### src/design/shift_bank_pkg.sv
// Package of operation codes, carriers and constants for the shift and register bank slice.
// Summary of operation
// - Left shifts move bits up one place; outgoing top bit goes to carry.
// - Right shifts move bits down; bottom bit to carry; zero when result is zero.
// - Zero-fill left shift inserts 0 at bottom; zero only if bits 6:0 zero.
// - Zero-fill right shift inserts 0 at top; zero only if bits 7:1 zero.
// - One-fill shifts insert 1 and always clear the zero flag.
// - Replicate left shift repeats old bottom bit; zero from whole result.
// - Replicate right shift repeats old top bit, sign extending; zero from result.
// - Carry-through left shift puts old carry at bottom, top bit to carry.
// - Carry-through right shift puts old carry at top, bottom bit to carry.
// - Rotate left feeds top bit to bottom and into carry.
// - Rotate right feeds bottom bit to top and into carry.
// - Rotates set zero only when the register held zero before.
// - Thirty-two registers as two banks, A and B, of sixteen each.
// - One bank active; all but alternate store touch only the active bank.
// - Reset makes bank A active.
// - Bank select makes the named bank active, the other inactive.
// - One shared carry and zero flag, unchanged by bank select.
// - Changing bank alters no stored register contents.
// - A bank switch completes in one instruction cycle of two clocks.
// - Alternate store writes inactive-bank register from active register or constant.
// - Alternate store leaves carry and zero unchanged.
// - Same index as source and destination still copies across banks.
package shift_bank_pkg;

    localparam int unsigned DATA_WIDTH = 8;
    localparam int unsigned REG_COUNT = 16;
    localparam int unsigned INDEX_WIDTH = 4;
    localparam int unsigned CYCLE_CLOCKS = 2;
    localparam logic BANK_A = 1'b0;
    localparam logic BANK_B = 1'b1;
    localparam logic RESET_BANK = BANK_A;
    localparam logic [DATA_WIDTH-1:0] REG_RESET_VALUE = 8'h00;

    typedef enum logic [3:0] {
        op_none,
        shift_left_fill_zero,
        shift_left_fill_one,
        shift_left_replicate,
        shift_left_through_carry,
        shift_right_fill_zero,
        shift_right_fill_one,
        shift_right_replicate,
        shift_right_through_carry,
        rotate_left,
        rotate_right,
        bank_select,
        alternate_store,
        read_register
    } op_type;

    typedef struct packed {
        op_type op;
        logic [INDEX_WIDTH-1:0] target_register;
        logic [INDEX_WIDTH-1:0] source_register;
        logic [DATA_WIDTH-1:0] immediate_constant;
        logic use_constant;
        logic bank_b;
    } command_type;

    typedef struct packed {
        logic [DATA_WIDTH-1:0] data;
        logic carry;
        logic zero;
        logic bank_b;
    } result_type;

endpackage : shift_bank_pkg

### src/design/shift_bank_core.sv
// Shift, rotate and dual register bank datapath slice.
`timescale 1ns/100ps

module shift_bank_core (
    // Clock and reset
    input wire logic clk_sys_i,
    input wire logic sys_rst_i,
    // Command from instruction decode
    input wire logic cmd_valid_i,
    input wire shift_bank_pkg::command_type cmd_i,
    // Results and state
    output shift_bank_pkg::result_type result_o,
    output logic result_valid_o,
    output logic busy_o
);
    import shift_bank_pkg::*;

    ////////////////////////////////////////////////////////////////////////////////

    typedef enum logic [0:0] {
        idle_st,
        exec_st
    } state_type;

    state_type state_reg;
    command_type cmd_reg;
    // Index 0..15 is bank A, 16..31 is bank B.
    logic [DATA_WIDTH-1:0] regs_reg [2*REG_COUNT];
    logic bank_reg;
    logic carry_reg;
    logic zero_reg;
    logic [DATA_WIDTH-1:0] target_value;
    logic [DATA_WIDTH-1:0] source_value;
    logic [DATA_WIDTH-1:0] shift_data;
    logic shift_carry;
    logic shift_zero;
    logic is_shift;

    function automatic logic [INDEX_WIDTH:0] phys_index(input logic bank,
                                                        input logic [INDEX_WIDTH-1:0] idx);
        phys_index = {bank, idx};
    endfunction : phys_index

    ////////////////////////////////////////////////////////////////////////////////

    // two-clock cycle
    // Commands are taken only in idle, so every instruction spans two clocks.
    always_ff @(posedge clk_sys_i or posedge sys_rst_i) begin
        if (sys_rst_i) begin
            state_reg <= idle_st;
        end else begin
            unique case (state_reg)
                idle_st: begin
                    if (cmd_valid_i) begin
                        state_reg <= exec_st;
                    end
                end
                exec_st: begin
                    state_reg <= idle_st;
                end
            endcase
        end
    end

    always_ff @(posedge clk_sys_i or posedge sys_rst_i) begin
        if (sys_rst_i) begin
            cmd_reg <= '0;
        end else if (state_reg == idle_st && cmd_valid_i) begin
            cmd_reg <= cmd_i;
        end
    end

    assign target_value = regs_reg[phys_index(bank_reg, cmd_reg.target_register)];
    assign source_value = regs_reg[phys_index(bank_reg, cmd_reg.source_register)];

    ////////////////////////////////////////////////////////////////////////////////

    always_comb begin
        shift_data = target_value;
        shift_carry = carry_reg;
        is_shift = 1'b1;
        unique case (cmd_reg.op)
            shift_left_fill_zero: begin
                shift_data = {target_value[6:0], 1'b0};
                shift_carry = target_value[7];
            end
            shift_left_fill_one: begin
                shift_data = {target_value[6:0], 1'b1};
                shift_carry = target_value[7];
            end
            shift_left_replicate: begin
                shift_data = {target_value[6:0], target_value[0]};
                shift_carry = target_value[7];
            end
            shift_left_through_carry: begin
                shift_data = {target_value[6:0], carry_reg};
                shift_carry = target_value[7];
            end
            shift_right_fill_zero: begin
                shift_data = {1'b0, target_value[7:1]};
                shift_carry = target_value[0];
            end
            shift_right_fill_one: begin
                shift_data = {1'b1, target_value[7:1]};
                shift_carry = target_value[0];
            end
            shift_right_replicate: begin
                shift_data = {target_value[7], target_value[7:1]};
                shift_carry = target_value[0];
            end
            shift_right_through_carry: begin
                shift_data = {carry_reg, target_value[7:1]};
                shift_carry = target_value[0];
            end
            rotate_left: begin
                shift_data = {target_value[6:0], target_value[7]};
                shift_carry = target_value[7];
            end
            rotate_right: begin
                shift_data = {target_value[0], target_value[7:1]};
                shift_carry = target_value[0];
            end
            default: begin
                is_shift = 1'b0;
            end
        endcase
    end

    // zero from result
    // A rotated value is zero exactly when its input was, so one test serves all.
    assign shift_zero = (shift_data == REG_RESET_VALUE);

    ////////////////////////////////////////////////////////////////////////////////

    // register banks
    // Bank select writes no register; only shifts and alternate store do.
    always_ff @(posedge clk_sys_i or posedge sys_rst_i) begin
        if (sys_rst_i) begin
            for (int i = 0; i < 2 * REG_COUNT; i++) begin
                regs_reg[i] <= REG_RESET_VALUE;
            end
        end else if (state_reg == exec_st) begin
            if (is_shift) begin
                regs_reg[phys_index(bank_reg, cmd_reg.target_register)] <= shift_data;
            end else if (cmd_reg.op == alternate_store) begin
                regs_reg[phys_index(~bank_reg, cmd_reg.target_register)] <=
                    cmd_reg.use_constant ? cmd_reg.immediate_constant : source_value;
            end
        end
    end

    always_ff @(posedge clk_sys_i or posedge sys_rst_i) begin
        if (sys_rst_i) begin
            bank_reg <= RESET_BANK;
        end else if (state_reg == exec_st && cmd_reg.op == bank_select) begin
            bank_reg <= cmd_reg.bank_b ? BANK_B : BANK_A;
        end
    end

    // shared flags
    // Flags change only for shifts and rotates, never for bank select or store.
    always_ff @(posedge clk_sys_i or posedge sys_rst_i) begin
        if (sys_rst_i) begin
            carry_reg <= 1'b0;
            zero_reg <= 1'b0;
        end else if (state_reg == exec_st && is_shift) begin
            carry_reg <= shift_carry;
            zero_reg <= shift_zero;
        end
    end

    ////////////////////////////////////////////////////////////////////////////////

    // Outputs are registered copies so they stand beside the state they report.
    always_ff @(posedge clk_sys_i or posedge sys_rst_i) begin
        if (sys_rst_i) begin
            result_o <= '0;
            result_valid_o <= 1'b0;
            busy_o <= 1'b0;
        end else begin
            busy_o <= (state_reg == idle_st) && cmd_valid_i;
            result_valid_o <= (state_reg == exec_st);
            if (state_reg == exec_st) begin
                result_o.data <= is_shift ? shift_data :
                    (cmd_reg.op == read_register ? target_value : result_o.data);
                result_o.carry <= is_shift ? shift_carry : carry_reg;
                result_o.zero <= is_shift ? shift_zero : zero_reg;
                result_o.bank_b <= (cmd_reg.op == bank_select) ? cmd_reg.bank_b : bank_reg;
            end
        end
    end

endmodule : shift_bank_core

### config.mk
export PLATFORM = sky130hd
export DESIGN_NAME = shift_bank_core
export DESIGN_NICKNAME = d
export VERILOG_FILES = /design/src/design/shift_bank_pkg.sv /design/src/design/shift_bank_core.sv
export SDC_FILE = /design/constraint.sdc
export NUM_CORES = 1
export LEC_CHECK = 0
export ABC_AREA = 1
export ABC_CLOCK_PERIOD_IN_PS = 17770
export BUFFER_PORTS_ARGS = -buffer_cell sky130_fd_sc_hd__buf_2
export CAP_MARGIN = 20
export CORE_ASPECT_RATIO = 0.75
export CORE_MARGIN = 3
export CORE_UTILIZATION = 58
export CTS_BUF_LIST = sky130_fd_sc_hd__clkbuf_2 sky130_fd_sc_hd__clkbuf_4 sky130_fd_sc_hd__clkbuf_8
export CTS_CLUSTER_SIZE = 8
export DETAILED_ROUTE_END_ITERATION = 16
export PLACE_DENSITY = 0.82
export SETUP_SLACK_MARGIN = 0.3
export SYNTH_ARGS = -nofsm -noshare
export SYNTH_HDL_FRONTEND = slang
export SYNTH_SLANG_ARGS = --single-unit
### constraint.sdc
create_clock -name clk_sys_i -period 17.77 [get_ports clk_sys_i]
set_input_delay 3.554 -clock clk_sys_i [delete_from_list [all_inputs] [get_ports clk_sys_i]]
set_output_delay 3.554 -clock clk_sys_i [all_outputs]
set_load 0.005 [all_outputs]
==> metrics.csv <==
stage;metric;value;unit
route;# DRC;0;
global_routing;number of global-route vias before repair;21300;
floorplan;die area;36600;µm²
synth;Synth area leaders;dfrtp_1, nand2_1, a21oi_1, nor2_1, o21ai_0;
synth;complex-gate fraction of the synthesized area;18.5;%
final_layout;final instance area;21100;µm²
power;Worst VDD drop;0.0000847;V
final_layout;layout cells sized above 1;10.6;%
worst_setup_path;CP Max Fanout;58;
place;Port Buffers;37;
synth;Post-Synth Adder-Cell Area;0;%
synth;post-synthesis mux area share;0.0565;%
place;placer congestion estimate;1.04;
synth;xor-xnor portion of the synthesized cell area;0;%
worst_setup_path;Critical Path Sink Type;register;
power;Pwr Density;151;nW/µm²
synth;main combinational cell family by area after synthesis;simple AND/OR/NAND/NOR gates;
synth;register bit total from synthesis;294;
synth;EDFF count, synth;0;
synth;cell count after synthesis;3093;
worst_setup_path;Top delay family on crit path;simple AND/OR/NAND/NOR gates;
min_path;HP Class;register to register;
synth;ys flop type;dfrtp_1;
worst_setup_path;worst endpoint data arrival time;5400;ps
synth;Synth top area share;36.9;%
power;Leakage;10.3;nW
timing;Hold Slack;471;ps
clocking;CTS Buf Count;48;
timing;Max Slew Vio Count;0;
timing;fmax;204;MHz
place;Final HPWL DP;51600;µm
job;Max-Cap Viols;0;
global_routing;GRT Total Usage;43.3;%
worst_setup_path;slowest cell delay on critical path;690;ps
clocking;CTS Hold Bufs;0;
final_layout;fin nets;3070;
clocking;post_cts resized;0;
route;Via Count;22800;
clocking;postcts setup bufs;0;
route;DR iter-0 viols;4107;
timing;final setup fails;0;
global_routing;global-route wire length before repair;123000;µm
worst_setup_path;Crit path top cell by count;nand2_1;
route;WL/cell;22.8;µm
floorplan;Cell Rows;58;
synth;Seq/Total Area, Yosys;36.9;%
floorplan;initial core utilization;59.1;%
global_routing;initial antenna violation count;2;
floorplan;chip height;166;µm
timing;Period Utilization, post-route;27.6;%
synth;async set-or-reset flop fraction in the synthesized netlist;100;%
final_layout;fillers;3087;
synth;leading area contributor after synthesis;dfrtp_1;
route;DRT Pass-1 Iters;8;
route;DR vias/cell;6.47;
synth;Post-Syn Area;19900;µm²
route;routed wire length;80700;µm
synth;syn_nets;3118;
worst_setup_path;Critical Path RT;18260;ps
final_layout;ant diodes;0;
timing;Setup Total Neg Slack;0;ps
place;DP Area;20100;µm²
timing;Period minus WS final;4910;ps
timing;RSZ-0062 raised after global routing;no;
route;antenna-violating nets left;0;
timing;Tightest Pin Transition;1080;ps
floorplan;die width;220;µm
clocking;register clock-pin slew on the reported worst setup and hold paths;70;ps
worst_setup_path;Crit Path Class;register to register;
synth;Post-Syn Area per Cell;6.44;µm²
worst_setup_path;WP buf/inv;4;
synth;Synth Area in Simple Gates;38.1;%
clocking;root buf cell;clkbuf_8;
worst_setup_path;CP Launch Type;register;
run_status;status;finished clean;
clocking;Clock Tree Buf Depth;3;
clocking;TritonCTS clock tree;built;
clocking;H-Tree Depth;2;
worst_setup_path;crit-path cells;clkinv_2, buf_4, buf_4, nor2_4, nand2_1, nand3_1, nand2_1, nand2_1, nor2_1, nand2_1, nand2_1, nand3_1, nor2_2, inv_2, nand2_1, nand2_1, nand2_1, nand2_1;
timing;max_slew headroom;27.7;%
final_layout;Area Overhead vs Synth;5.94;%
floorplan;Core ar.;33700;µm²
final_layout;max reg flops;256;
synth;Distinct cells, synth;33;
global_routing;total grt overflow;0;
clocking;clk sink count;294;
timing;Worst Clk Skew;34.0;ps
floorplan;io pins;38;
timing;Fin. Hold Viols;0;
clocking;worst skew pair latency;620;ps
global_routing;pin count of the biggest net entering global routing;184;
worst_setup_path;Worst path slowest cell;dfrtp_4;
synth;Syn. warnings;0;
placed cells by master, fill, tap and decap left out, types with 7 or more instances in the layout:
cell type,count
nor3_4,15
nor2_4,34
dfrtp_1,290
buf_4,29
a31oi_1,9
nand3_1,103
o21ai_1,7
inv_4,8
nor2_1,366
nor2_2,19
clkbuf_4,19
o22ai_1,41
inv_1,37
nand2_1,1273
clkbuf_8,62
a21oi_1,488
o21ai_2,17
buf_2,37
inv_2,56
nor3_1,7
o21ai_0,124
layer usage:
metal	up-vias	track usage (%)	wire (µm)
met5	-	0	20
met4	4	20.5	4780
met3	408	18.8	15000
met2	2049	58.4	31700
met1	10500	59.7	29200
li1	9911	-	-
cells in the mapped netlist (6+ instances only):
cell	number
o21ai_1	7
inv_1	39
nor3_4	15
a31oi_1	9
o22ai_1	41
o21ai_0	124
nor2_4	34
buf_4	14
clkbuf_1	51
nor2_8	6
inv_4	8
nor3_1	7
nor2_2	19
nand2_1	1273
buf_2	66
buf_1	22
nor2_1	366
o21ai_2	17
nand3_1	103
inv_2	57
buf_6	12
a21oi_1	488
dfrtp_1	294
path summary, 6_finish.rpt:
kind / start / end / slack [ps] / cells after the start
worst min-delay path: busy_o$_DFF_PP0_ / result_valid_o$_DFF_PP0_ / 470 / 0
min in group asynchronous: sys_rst_i / regs_reg[196]$_DFFE_PP0P_ / 3030 / 2
worst min register to register: busy_o$_DFF_PP0_ / result_valid_o$_DFF_PP0_ / 470 / 0
worst max register to register: cmd_reg[14]$_DFFE_PP0P_ / regs_reg[240]$_DFFE_PP0P_ / 12860 / 18
max in group asynchronous: sys_rst_i / cmd_reg[10]$_DFFE_PP0P_ / 13000 / 3
worst max-delay path: cmd_reg[14]$_DFFE_PP0P_ / regs_reg[240]$_DFFE_PP0P_ / 12860 / 18
report_power, final:
part | total (mW) | leakage [nW] | switching [mW] | internal [mW]
Sequential | 1.23 | 3.79 | 0.300 | 0.933
Combinational | 1.31 | 5.94 | 0.945 | 0.362
Clock | 0.651 | 0.541 | 0.300 | 0.351
Total | 3.19 | 10.3 | 1.54 | 1.65
area by class of cell:
class                           count  area, µm²  area share, %
Multi-Input combinational cell   2524      11300           53.5
Sequential cell                   294       7370           34.9
Timing Repair Buffer               67        423           2.00
Clock buffer                       81        996           4.72
Tap cell                          450        563           2.67
Inverter                          110        445           2.11
Clock inverter                      4       25.0          0.119
logic make-up (layout without fill, tap and decap cells):
| group | count (synthesis) | after routing |
|---|---|---|
| and+or+nand+nor | 1826 | 1826 |
| AOI/OAI and AO/OA | 697 | 697 |
| DFF | 294 | 294 |
| buffers and inverters | 275 | 262 |
| muxes | 1 | 1 |
through the flow:
step / cells / total power [mW] / utilization [%] / worst slack [ps]
2_1_floorplan: 3093 / 1.96 / - / 6100
3_3_place_gp: 3445 / 2.40 / 59.6 / 12390
3_5_place_dp: 3445 / 2.44 / 59.6 / 12350
4_1_cts: 3530 / 3.08 / 62.7 / 12980
5_1_grt: 3530 / 3.32 / 62.7 / 12740
6_report: 3530 / 3.19 / 62.7 / 12860
worst register-to-register path: stages, from the launching register on:
cell	delay, ps
dfrtp_4	690
clkinv_2	100
buf_4	550
buf_4	680
nor2_4	280
nand2_1	130
nand3_1	180
nand2_1	100
nand2_1	50
nor2_1	80
nand2_1	200
nand2_1	120
nand3_1	100
nor2_2	660
inv_2	500
nand2_1	190
nand2_1	70
nand2_1	60
nand2_1	50
(Power assumes the default switching activity.)
